**config.mk**
```make
export PLATFORM = sky130hd
export DESIGN_NAME = hpc_config_bank
export DESIGN_NICKNAME = d
export VERILOG_FILES = /design/src/verilog/hpc_pkg.sv /design/src/verilog/hpc_config_bank.sv /design/src/verilog/hpc_overcurrent_delay_sel.sv
export SDC_FILE = /design/constraint.sdc
export NUM_CORES = 1
export LEC_CHECK = 0
export ABC_AREA = 1
export CORE_MARGIN = 5
export CORE_UTILIZATION = 60
export DETAILED_ROUTE_END_ITERATION = 10
export DONT_BUFFER_PORTS = 1
export MAX_ROUTING_LAYER = met4
export PLACE_DENSITY = 0.76
export SLEW_MARGIN = 20
export SYNTH_ARGS = -nofsm -noshare
export SYNTH_HDL_FRONTEND = slang
export SYNTH_HIERARCHICAL = 1
export SYNTH_SLANG_ARGS = --single-unit
```
**constraint.sdc**
```tcl
create_clock -name ref_clk_i -period 2.19 [get_ports ref_clk_i]
set_input_delay 0.438 -clock ref_clk_i [delete_from_list [all_inputs] [get_ports ref_clk_i]]
set_output_delay 0.438 -clock ref_clk_i [all_outputs]
set_load 0.02 [all_outputs]
```
**src/verilog/hpc_pkg.sv**
```systemverilog
// package for the hub power and port configuration bank
package hpc_pkg;

    // ------------------------------------------------------------
    // register offsets and layout
    // ------------------------------------------------------------
    localparam logic [7:0] PWR_CFG_OFS = 8'h07;
    localparam logic [7:0] PORT_CFG_OFS = 8'h08;
    localparam logic [7:0] FIXED_OFS = 8'h09;

    localparam int DYN_BIT = 7;
    localparam int OC_LSB = 4;
    localparam int COMPOUND_BIT = 3;
    localparam int REMAP_BIT = 3;
    localparam int STRING_BIT = 0;
    localparam int FIXED_LSB = 1;

    // writable bits; everything else reads as zero
    localparam logic [7:0] PWR_CFG_MASK = 8'hB8;
    localparam logic [7:0] PORT_CFG_MASK = 8'h09;
    localparam logic [7:0] FIXED_MASK = 8'h1E;

    localparam logic [7:0] PWR_CFG_RST = 8'h00;
    localparam logic [7:0] PORT_CFG_RST = 8'h00;
    localparam logic [7:0] FIXED_RST = 8'h00;
    localparam logic [7:0] UNMAPPED_DATA = 8'h00;

    // ------------------------------------------------------------
    // timing
    // ------------------------------------------------------------
    localparam int CLK_PERIOD_NS = 10;
    localparam int OC_DLY0_NS = 100000;
    localparam int OC_DLY1_NS = 4000000;
    localparam int OC_DLY2_NS = 8000000;
    localparam int OC_DLY3_NS = 16000000;
    localparam int OC_DLY0_CYC = OC_DLY0_NS / CLK_PERIOD_NS;
    localparam int OC_DLY1_CYC = OC_DLY1_NS / CLK_PERIOD_NS;
    localparam int OC_DLY2_CYC = OC_DLY2_NS / CLK_PERIOD_NS;
    localparam int OC_DLY3_CYC = OC_DLY3_NS / CLK_PERIOD_NS;
    localparam int OC_CNT_W = 24;

    // time the links stay dropped after a supply change
    localparam int DISC_TIME_NS = 10000;
    localparam int DISC_CYC = (DISC_TIME_NS + CLK_PERIOD_NS - 1) / CLK_PERIOD_NS;
    localparam int DISC_CNT_W = 16;

    // ------------------------------------------------------------
    // types
    // ------------------------------------------------------------
    typedef enum logic [0:0] {PWR_RUN, PWR_DROP} hpc_pwr_state_t;

    typedef struct packed {
        logic dyn_en;
        logic [1:0] overcurrent_delay_sel;
        logic compound;
        logic port_remap_enable;
        logic string_en;
        logic [3:0] fixed_port_mask;
    } hpc_cfg_t;

endpackage : hpc_pkg
```
**src/verilog/hpc_config_bank.sv**
```systemverilog
// configuration bank and dynamic power switching control for the hub
//
// Summary of operation
// - with the dynamic bit set the hub moves between self and bus power on its own, else never.
// - in dynamic mode the local supply indicator is watched on every cycle.
// - in dynamic mode a change of local supply at once drops upstream attach and all downstream power.
// - after the drop the hub re-attaches as self-powered with supply present, else bus-powered.
// - the two-bit delay field picks 0.1, 4, 8 or 16 ms of over-current qualification.
// - the compound bit makes the hub report a compound device; software must also fix ports.
// - in strap configuration any fixed port makes the hub report a compound device.
// - the remap bit selects standard port numbering at 0 and mapping mode at 1.
// - the string bit enables string descriptor support.
// - bits 1 to 4 of the fixed-port byte mark ports 1 to 4 as non-removable.
// - in strap configuration the two fixed-port straps choose the fixed ports.
// - in dynamic mode the static self/bus bit is ignored in favour of the supply indicator.
`timescale 1ns/10ps
module hpc_config_bank #(
    parameter int OC_CNT0 = hpc_pkg::OC_DLY0_CYC,
    parameter int OC_CNT1 = hpc_pkg::OC_DLY1_CYC,
    parameter int OC_CNT2 = hpc_pkg::OC_DLY2_CYC,
    parameter int OC_CNT3 = hpc_pkg::OC_DLY3_CYC
) (
    // clock and reset
    input wire logic ref_clk_i,
    input wire logic arst_n_i,
    // configuration load port
    input wire logic cfg_wr_i,
    input wire logic cfg_rd_i,
    input wire logic [7:0] cfg_addr_i,
    input wire logic [7:0] cfg_wdata_i,
    output logic [7:0] cfg_rdata_o,
    // configuration source and static power bit
    input wire logic cfg_from_straps_i,
    input wire logic static_self_powered_i,
    // pins
    input wire logic local_supply_present_i,
    input wire logic [1:0] fixed_port_straps_i,
    input wire logic overcurrent_n_i,
    // hub control
    output logic upstream_attach_o,
    output logic downstream_power_en_o,
    output logic self_powered_o,
    output logic overcurrent_fault_o,
    output hpc_pkg::hpc_cfg_t cfg_o
);

    // ------------------------------------------------------------
    // function
    // ------------------------------------------------------------
    // straps give a count of fixed ports starting at port 1
    function automatic logic [3:0] strap_ports(input logic [1:0] s);
        unique case (s)
            2'h0: strap_ports = 4'h0;
            2'h1: strap_ports = 4'h1;
            2'h2: strap_ports = 4'h3;
            2'h3: strap_ports = 4'h7;
        endcase
    endfunction : strap_ports

    // ------------------------------------------------------------
    // pin synchronisers
    // ------------------------------------------------------------
    logic [3:0] sync1_reg;
    logic [3:0] sync2_reg;
    logic supply_s;
    logic oc_s;
    logic [1:0] straps_s;

    always_ff @(posedge ref_clk_i or negedge arst_n_i)
    begin
        if (!arst_n_i)
        begin
            sync1_reg <= 4'h0;
            sync2_reg <= 4'h0;
        end
        else
        begin
            sync1_reg <= {fixed_port_straps_i, !overcurrent_n_i, local_supply_present_i};
            sync2_reg <= sync1_reg;
        end
    end

    assign supply_s = sync2_reg[0];
    assign oc_s = sync2_reg[1];
    assign straps_s = sync2_reg[3:2];

    // ------------------------------------------------------------
    // registers
    // ------------------------------------------------------------
    logic [7:0] pwr_cfg_reg;
    logic [7:0] pwr_cfg_next;
    logic [7:0] port_cfg_reg;
    logic [7:0] port_cfg_next;
    logic [7:0] fixed_reg;
    logic [7:0] fixed_next;
    logic [7:0] rdata_reg;
    logic [7:0] rdata_next;

    always_comb
    begin
        pwr_cfg_next = pwr_cfg_reg;
        port_cfg_next = port_cfg_reg;
        fixed_next = fixed_reg;
        rdata_next = rdata_reg;
        if (cfg_wr_i)
        begin
            // reserved bits never reach the flops
            unique case (cfg_addr_i)
                hpc_pkg::PWR_CFG_OFS: pwr_cfg_next = cfg_wdata_i & hpc_pkg::PWR_CFG_MASK;
                hpc_pkg::PORT_CFG_OFS: port_cfg_next = cfg_wdata_i & hpc_pkg::PORT_CFG_MASK;
                hpc_pkg::FIXED_OFS: fixed_next = cfg_wdata_i & hpc_pkg::FIXED_MASK;
                default: ;
            endcase
        end
        if (cfg_rd_i)
        begin
            unique case (cfg_addr_i)
                hpc_pkg::PWR_CFG_OFS: rdata_next = pwr_cfg_reg;
                hpc_pkg::PORT_CFG_OFS: rdata_next = port_cfg_reg;
                hpc_pkg::FIXED_OFS: rdata_next = fixed_reg;
                default: rdata_next = hpc_pkg::UNMAPPED_DATA;
            endcase
        end
    end

    always_ff @(posedge ref_clk_i or negedge arst_n_i)
    begin
        if (!arst_n_i)
        begin
            pwr_cfg_reg <= hpc_pkg::PWR_CFG_RST;
            port_cfg_reg <= hpc_pkg::PORT_CFG_RST;
            fixed_reg <= hpc_pkg::FIXED_RST;
            rdata_reg <= 8'h00;
        end
        else
        begin
            pwr_cfg_reg <= pwr_cfg_next;
            port_cfg_reg <= port_cfg_next;
            fixed_reg <= fixed_next;
            rdata_reg <= rdata_next;
        end
    end

    assign cfg_rdata_o = rdata_reg;

    // ------------------------------------------------------------
    // decoded configuration
    // ------------------------------------------------------------
    logic [3:0] fixed_ports;
    logic dyn_en;

    assign dyn_en = pwr_cfg_reg[hpc_pkg::DYN_BIT];
    assign fixed_ports = cfg_from_straps_i ? strap_ports(straps_s)
                                           : fixed_reg[hpc_pkg::FIXED_LSB +: 4];

    always_comb
    begin
        cfg_o.dyn_en = dyn_en;
        cfg_o.overcurrent_delay_sel = pwr_cfg_reg[hpc_pkg::OC_LSB +: 2];
        // the configuring party keeps the matching fixed-port bits
        cfg_o.compound = pwr_cfg_reg[hpc_pkg::COMPOUND_BIT]
                         | (cfg_from_straps_i & (|fixed_ports));
        cfg_o.port_remap_enable = port_cfg_reg[hpc_pkg::REMAP_BIT];
        cfg_o.string_en = port_cfg_reg[hpc_pkg::STRING_BIT];
        cfg_o.fixed_port_mask = fixed_ports;
    end

    // ------------------------------------------------------------
    // dynamic power switching
    // ------------------------------------------------------------
    hpc_pkg::hpc_pwr_state_t state_reg;
    hpc_pkg::hpc_pwr_state_t state_next;
    logic [hpc_pkg::DISC_CNT_W-1:0] disc_reg;
    logic [hpc_pkg::DISC_CNT_W-1:0] disc_next;
    logic seen_supply_reg;
    logic seen_supply_next;
    logic dyn_self_reg;
    logic dyn_self_next;
    logic supply_changed;

    // compared every cycle, so short supply dips are not missed
    assign supply_changed = supply_s != seen_supply_reg;

    always_comb
    begin
        state_next = state_reg;
        disc_next = disc_reg;
        seen_supply_next = supply_s;
        dyn_self_next = dyn_self_reg;
        unique case (state_reg)
            hpc_pkg::PWR_RUN:
            begin
                if (!dyn_en)
                begin
                    dyn_self_next = supply_s;
                end
                else if (supply_changed)
                begin
                    state_next = hpc_pkg::PWR_DROP;
                    disc_next = '0;
                end
            end
            hpc_pkg::PWR_DROP:
            begin
                // a further change restarts the quiet time
                if (supply_changed)
                begin
                    disc_next = '0;
                end
                else if (disc_reg >= hpc_pkg::DISC_CNT_W'(hpc_pkg::DISC_CYC - 1))
                begin
                    state_next = hpc_pkg::PWR_RUN;
                    dyn_self_next = supply_s;
                end
                else
                begin
                    disc_next = disc_reg + 1'b1;
                end
            end
        endcase
    end

    always_ff @(posedge ref_clk_i or negedge arst_n_i)
    begin
        if (!arst_n_i)
        begin
            state_reg <= hpc_pkg::PWR_RUN;
            disc_reg <= '0;
            seen_supply_reg <= 1'b0;
            dyn_self_reg <= 1'b0;
        end
        else
        begin
            state_reg <= state_next;
            disc_reg <= disc_next;
            seen_supply_reg <= seen_supply_next;
            dyn_self_reg <= dyn_self_next;
        end
    end

    assign upstream_attach_o = state_reg == hpc_pkg::PWR_RUN;
    assign downstream_power_en_o = state_reg == hpc_pkg::PWR_RUN;
    assign self_powered_o = dyn_en ? dyn_self_reg : static_self_powered_i;

    // ------------------------------------------------------------
    // over-current timer
    // ------------------------------------------------------------
    hpc_overcurrent_delay_sel #(
        .CNT0(OC_CNT0),
        .CNT1(OC_CNT1),
        .CNT2(OC_CNT2),
        .CNT3(OC_CNT3)
    ) u_overcurrent_delay_sel (
        .ref_clk_i(ref_clk_i),
        .arst_n_i(arst_n_i),
        .sel_i(pwr_cfg_reg[hpc_pkg::OC_LSB +: 2]),
        .oc_i(oc_s & downstream_power_en_o),
        .fault_o(overcurrent_fault_o)
    );

    // ------------------------------------------------------------
    // assertions
    // ------------------------------------------------------------
    drop_on_change_a: assert property (@(posedge ref_clk_i) disable iff (!arst_n_i)
        dyn_en && upstream_attach_o && supply_changed |=> !upstream_attach_o && !downstream_power_en_o)
        else $error("supply change did not drop the links");

    drop_hold_a: assert property (@(posedge ref_clk_i) disable iff (!arst_n_i)
        $fell(upstream_attach_o) |-> !upstream_attach_o [*8])
        else $error("links came back too early");

    reattach_mode_a: assert property (@(posedge ref_clk_i) disable iff (!arst_n_i)
        $rose(upstream_attach_o) && dyn_en |-> self_powered_o == $past(supply_s))
        else $error("re-attached with wrong power mode");

    no_switch_a: assert property (@(posedge ref_clk_i) disable iff (!arst_n_i)
        !dyn_en && upstream_attach_o |=> upstream_attach_o)
        else $error("links dropped with dynamic switching off");

    static_mode_a: assert property (@(posedge ref_clk_i) disable iff (!arst_n_i)
        dyn_en && $stable(dyn_self_reg) |-> $stable(self_powered_o) || $changed(dyn_en))
        else $error("static power bit leaked into dynamic mode");

    strap_compound_a: assert property (@(posedge ref_clk_i) disable iff (!arst_n_i)
        cfg_from_straps_i && straps_s != 2'h0 |-> cfg_o.compound && cfg_o.fixed_port_mask[0])
        else $error("strap fixed port without compound report");

    reserved_zero_a: assert property (@(posedge ref_clk_i) disable iff (!arst_n_i)
        (pwr_cfg_reg & ~hpc_pkg::PWR_CFG_MASK) == 8'h00
        && (port_cfg_reg & ~hpc_pkg::PORT_CFG_MASK) == 8'h00
        && (fixed_reg & ~hpc_pkg::FIXED_MASK) == 8'h00)
        else $error("reserved bit set");

    port_cfg_write_a: assert property (@(posedge ref_clk_i) disable iff (!arst_n_i)
        cfg_wr_i && cfg_addr_i == hpc_pkg::PORT_CFG_OFS
        |=> cfg_o.port_remap_enable == $past(cfg_wdata_i[3]) && cfg_o.string_en == $past(cfg_wdata_i[0]))
        else $error("port numbering write not applied");

endmodule : hpc_config_bank

```
**src/verilog/hpc_overcurrent_delay_sel.sv**
```systemverilog
// over-current qualification timer with selectable delay
`timescale 1ns/10ps
module hpc_overcurrent_delay_sel #(
    parameter int CNT0 = hpc_pkg::OC_DLY0_CYC,
    parameter int CNT1 = hpc_pkg::OC_DLY1_CYC,
    parameter int CNT2 = hpc_pkg::OC_DLY2_CYC,
    parameter int CNT3 = hpc_pkg::OC_DLY3_CYC
) (
    // clock and reset
    input wire logic ref_clk_i,
    input wire logic arst_n_i,
    // control
    input wire logic [1:0] sel_i,
    input wire logic oc_i,
    // result
    output logic fault_o
);

    logic [hpc_pkg::OC_CNT_W-1:0] cnt_reg;
    logic [hpc_pkg::OC_CNT_W-1:0] cnt_next;
    logic [hpc_pkg::OC_CNT_W-1:0] limit;
    logic fault_reg;
    logic fault_next;

    always_comb
    begin
        unique case (sel_i)
            2'h0: limit = hpc_pkg::OC_CNT_W'(CNT0);
            2'h1: limit = hpc_pkg::OC_CNT_W'(CNT1);
            2'h2: limit = hpc_pkg::OC_CNT_W'(CNT2);
            2'h3: limit = hpc_pkg::OC_CNT_W'(CNT3);
        endcase
        cnt_next = cnt_reg;
        fault_next = fault_reg;
        if (!oc_i)
        begin
            cnt_next = '0;
            fault_next = 1'b0;
        end
        else if (cnt_reg >= limit)
        begin
            fault_next = 1'b1;
        end
        else
        begin
            cnt_next = cnt_reg + 1'b1;
        end
    end

    always_ff @(posedge ref_clk_i or negedge arst_n_i)
    begin
        if (!arst_n_i)
        begin
            cnt_reg <= '0;
            fault_reg <= 1'b0;
        end
        else
        begin
            cnt_reg <= cnt_next;
            fault_reg <= fault_next;
        end
    end

    assign fault_o = fault_reg;

    oc_fault_late_a: assert property (@(posedge ref_clk_i) disable iff (!arst_n_i)
        $rose(fault_o) |-> $past(cnt_reg) >= $past(limit) && $past(oc_i))
        else $error("over-current fault raised before the selected delay");

    oc_fault_clear_a: assert property (@(posedge ref_clk_i) disable iff (!arst_n_i)
        !oc_i |=> !fault_o)
        else $error("over-current fault kept after the condition went away");

endmodule : hpc_overcurrent_delay_sel

```
* Yosys cells after proc, flatten, opt, wreduce, memory -nomap -nowiden
Cells that the tools add are included.
Storage, ports and cells: bits in registers 70, input port bits 26, output and inout port bits 22, logic and storage cells 70
Cells by class: $add $sub $neg 2, magnitude comparators 2, equality and inequality tests 18, muxes and demuxes 23, bitwise gates (word level) 4, reductions and logical operators 9
Operators with widths (number):
- $pmux 24 s4 | 1
- $mux 16 | 4
- $mux 24 | 2
- $pmux 16 s2 | 1
- $add 24x1->24 const B | 1
- $ge 24x24->1 | 1
- $pmux 8 s3 | 1
- $add 16x1->16 const B | 1
- $eq 8x4->1 const B | 2
- $ge 16x10->1 const B | 1
- $pmux 4 s4 | 1
- $mux 1 | 10
- $eq 2x2->1 const B | 4
- $eq 8x3->1 const B | 1
- $ne 2x2->1 const B | 4
- $ne 2x1->1 const B | 3
- $reduce_and 2->1 | 3
- $reduce_and 3->1 | 2
- $eq 2x1->1 const B | 2
- $logic_not 2->1 | 2
- $mux 4 | 1
- $pmux 1 s2 | 2
- $reduce_or 4->1 | 1
- $ne 3x3->1 const B | 1
- other kinds (5) | 6

* Longest topological paths before layout
depth in word-level cells 6, depth in mapped cells 15, depth with buffers taken out 14

* Hierarchy
The synthesis kept the hierarchy.
Modules (own cells, without submodules):
- hpc_overcurrent_delay_sel | times used 1, cells each 335, area each 2125.8 µm², seq. area each 625.6 µm²
- hpc_config_bank | times used 1, cells each 253, area each 2120.8 µm², seq. area each 1101.1 µm²

* Worst setup path before layout
OpenSTA, ideal clock, no wires.
path type reg-to-reg, start point register pwr_cfg_reg[4], end point register u_overcurrent_delay_sel/cnt_reg[17] in the netlist's numbering, setup time 117 ps, arrival 1881 ps, data required time 2073 ps, path slack 192 ps, cell stages (with the launch flop) 14, buffers on the path 1, period minus slack after synthesis 1998 ps, cell sequence dfrtp_1 -> inv_1 -> ha_1 -> inv_1 -> ha_1 -> nand2_1 -> inv_1 -> nand2_1 -> nand2_1 -> a21oi_1 -> nand3_2 -> buf_4 -> nand3_1 -> nand2_1
On the way: word-level cells in the longest chain between the ends 4, elaborated cells on any way between the ends 7, classes of those cells order compare (1); eq/ne (4); mux (1); reduce/logical (1)
RTL lines:
- start: declaration | line hpc_config_bank.sv:90 | logic [7:0] pwr_cfg_reg;
- start signal: assignment | line hpc_config_bank.sv:130 | pwr_cfg_reg <= hpc_pkg::PWR_CFG_RST;
- start signal: assignment | line hpc_config_bank.sv:137 | pwr_cfg_reg <= pwr_cfg_next;
- $eq 2x2->1, or another cell as far along | line hpc_overcurrent_delay_sel.sv:27 | unique case (sel_i)
- $pmux 24 s4 (*) | line hpc_overcurrent_delay_sel.sv:27
- $ge 24x24->1 (*) | line hpc_overcurrent_delay_sel.sv:40 | else if (cnt_reg >= limit)
- $ne 2x2->1 (no source line) (*)
- end signal: assignment | line hpc_overcurrent_delay_sel.sv:59 | cnt_reg <= cnt_next;
- end: declaration | line hpc_overcurrent_delay_sel.sv:19 | logic [hpc_pkg::OC_CNT_W-1:0] cnt_reg;
Mark *: on every way between the ends. The rest lies on a longest branch, timed or not. The select of a mux whose other input is x is not followed. A chain may end at the register's enable or synchronous reset.

* Final worst setup path
start point register pwr_cfg_reg[4], end point register u_overcurrent_delay_sel/cnt_reg[20] in the netlist's numbering
Same word-level chain as after synthesis.

==> results.toml <==
[logic_synthesis]
syn_avg_cell_area_um2 = 7.222
synth-seq-cells = 69
yosysSeqAreaShare_pct = 40.66
syn_inst = 588
synth_nets = 634
yosysUniqueCellTypes = 31
syn_area_um2 = 4247
ys_warn_count = 6

[grt]
grt_pass1_vias = 3552
grt_pass1_wl_um = 15950
grt_antenna_before_repair = 0
globalRouteOverflowTotal = 0
grt_max_degree = 70
grt.total_usage_pct = 23.21

[placed_design]
port_buffers = 0
routabilityCongestion = 0.9040
place_hpwl_um = 6413
place_area_um2 = 4285

[power_and_ir_drop]
power.total_mw = 2.684
p_per_area_nw_per_um2 = 569.9
p_clk_share_pct = 43.2
switchingPower_uw = 643.9
p_int_mw = 2.041
combinationalPowerShare_pct = 7.0
ir_worst_vdd_mv = 0.5395
p_leak_nw = 2.325
p_sw_share_pct = 23.98
seq_power_share_pct = 49.7

[finish]
antenna_cells = 0
fin_area_um2 = 4711
drive_gt1_share_pct = 11.67
multi_input_area_um2 = 2241
nets = 641
syn2layout_area_growth_pct = 10.93
nFillCells = 557
regArea_um2 = 1729
largest_register_ffs = 24

[sta]
hold_viol_final = 0
fin_skew_ns = 0.009163
hold_ws_ns = 0.1247
fmax_mhz = 465.7
post-route-period-util_pct = 98.05
setup_violations = 0
rsz0062_at_grt = "true"
setup_tns_ns = 0
slew-limit-headroom_pct = 55.05
final.min_clock_period_ns = 2.147
maxSlewViolCount = 0
worstMarginPinSlew_ns = 0.6735

[hold_path]
hold_class = "input port to flop"

[floorplanning]
die_h_um = 94.13
die_x_um = 94.13
rows = 30
ios = 48
die_area_um2 = 8860
core-area_um2 = 6832
initial_core_util_pct = 62.16

[route]
wire_per_inst_um = 13.16
ant_nets = 0
drt-total-wl_um = 9156
drc = 0
via_count = 3614
vias_per_cell = 5.193
drt_iter0_markers = 191
dr.pass1.iters = 4

[cts]
clk_latency_ns = 0.34
clock_sinks = 69
cts_buffer_depth = 2
numCtsBuffers = 9
cts_htree_levels = 3
path_clk_slew_ns = 0.07
cts_root_buf = "clkbuf_8"
cts_tree = "done"

[worst_setup_path]
crit_type = "flop to flop"
reg2regPathDepth = 13
cp_max_fo = 11
crit_path_end_kind = "flop"
crit_arrival_ns = 2.38
critPathLaunchType = "flop"
r2r_slack_ns = 0.04
endpoint = "u_overcurrent_delay_sel/cnt_reg[20]"
timing.rr.start = "pwr_cfg_reg[4]"
crit_start = "pwr_cfg_reg[4]"
r2r_end = "u_overcurrent_delay_sel/cnt_reg[20]"
required_ns = 2.42

[status]
status = "completed"

[flow_run]
drv_cap = 0
timing repair:
action                                 CTS  global route
endpoints found under the hold margin   69             0
setup endpoints to repair               23            23
pin swaps                                0             1
buffers inserted                         1             2
gates cloned                             0             2
resized for setup                        3            21
hold buffers                             2             0
cell usage after synthesis:
cell | count | area [um2]
xnor2_1 | 5 | 43.79
conb_1 | 1 | 3.750
nand3_2 | 3 | 30.03
o21ai_0 | 19 | 95.09
nand3b_1 | 2 | 15.01
o31ai_1 | 1 | 7.510
nand2_4 | 3 | 33.78
dfrtp_1 | 69 | 1727
inv_2 | 2 | 7.510
buf_6 | 2 | 22.52
o21ai_2 | 1 | 8.760
clkbuf_1 | 3 | 11.26
nor3b_1 | 3 | 22.52
buf_12 | 1 | 20.02
nand2_2 | 3 | 18.77
nor2_4 | 3 | 33.78
clkbuf_2 | 1 | 5.000
and2_1 | 2 | 12.51
buf_2 | 2 | 10.01
ha_1 | 20 | 250.2
nand2_1 | 202 | 758.2
nand3_1 | 60 | 300.3
nor2_1 | 77 | 289.0
inv_1 | 64 | 240.2
nand3b_4 | 1 | 20.02
nor3_1 | 2 | 10.01
xor2_1 | 9 | 78.83
o21bai_1 | 1 | 7.510
buf_4 | 8 | 60.06
a21oi_1 | 7 | 35.03
nor2_2 | 11 | 68.82
worst max-delay path, stage by stage, from the launching register on:
cell,delay (ns)
dfrtp_2,0.46
inv_4,0.11
ha_4,0.14
nor2_1,0.05
ha_1,0.30
nand2_2,0.07
inv_1,0.04
nand2_1,0.06
nand2_1,0.06
a21oi_2,0.20
nand3_4,0.21
buf_8,0.21
nand3_1,0.07
nand2_1,0.06
layout make-up:
type / instances / area share (%)
clock buffers: 11 / 3.001
multi-input cells: 437 / 47.57
repair buffers: 12 / 3.081
well taps: 96 / 2.550
flip-flops and latches: 69 / 36.71
inverters: 66 / 5.312
clock inverters: 5 / 1.780
worst min-delay path by stage:
stage	from	endpoint	slack, ns	cells past startpoint
after floorplan	arst_n_i	cfg_rdata_o[0]	0.14	0
after global routing	fixed_port_straps_i[1]	sync1_reg[3]	0.09	0
final	fixed_port_straps_i[1]	sync1_reg[3]	0.12	0
after detailed placement	arst_n_i	u_overcurrent_delay_sel/cnt_reg[3]	0.15	0
after global placement	arst_n_i	u_overcurrent_delay_sel/cnt_reg[3]	0.15	0
after CTS	local_supply_present_i	sync1_reg[0]	0.11	0
power groups by stage:
stage,sequential (mW),clock [mW],combinational (mW)
floorplan,1.35,0,0.118
global placement,1.36,0,0.136
detailed placement,1.36,0,0.142
CTS,1.33,1.19,0.178
global route,1.34,1.26,0.219
finish,1.33,1.16,0.189
per-layer routing:
layer	track usage, %	wire, um
met1	28.61	4037
met2	38.32	4440
met3	5.449	544
met4	6.498	133
met5	-	0
kinds of logic after synthesis:
group           Yosys count  share of synthesized area [%]
buf+inv                  83                          8.869
compound gates           29                          3.624
simple gates            372                          37.98
other cells               1                        0.08831
flops                    69                          40.66
fa+ha+maj                20                          5.893
xor+xnor                 14                          2.888
cell usage in the layout (no fill, tap or decap), types with 2 or more instances in the layout:
cell type	synthesis	routed
nand2_1	202	199
nor2_1	77	75
dfrtp_1	69	67
inv_1	64	61
nand3_1	60	60
o21ai_0	19	19
ha_1	20	16
nor2_2	11	13
clkbuf_8	0	10
xor2_1	9	9
buf_4	8	7
nand2_2	3	6
a21oi_1	7	5
xnor2_1	5	5
inv_2	2	4
ha_4	0	4
nor2_4	3	3
nand2_4	3	3
nor3b_1	3	3
nand3_2	3	2
and2_1	2	2
nor3_1	2	2
nand3b_1	2	2
clkinvlp_4	0	2
bufinv_16	0	2
dfrtp_2	0	2
a21oi_2	0	2
buf_8	0	2
stage by stage:
stage               setup slack, ns  util, %  std cells
finish                      0.04281    68.96        696
global placement            0.04294    62.73        673
detailed placement         -0.03166    62.73        673
global route               -0.04052    68.96        696
CTS                         0.01217    66.85        692
floorplan                    0.1923        -        588
Power figures use the tool's default switching activity.
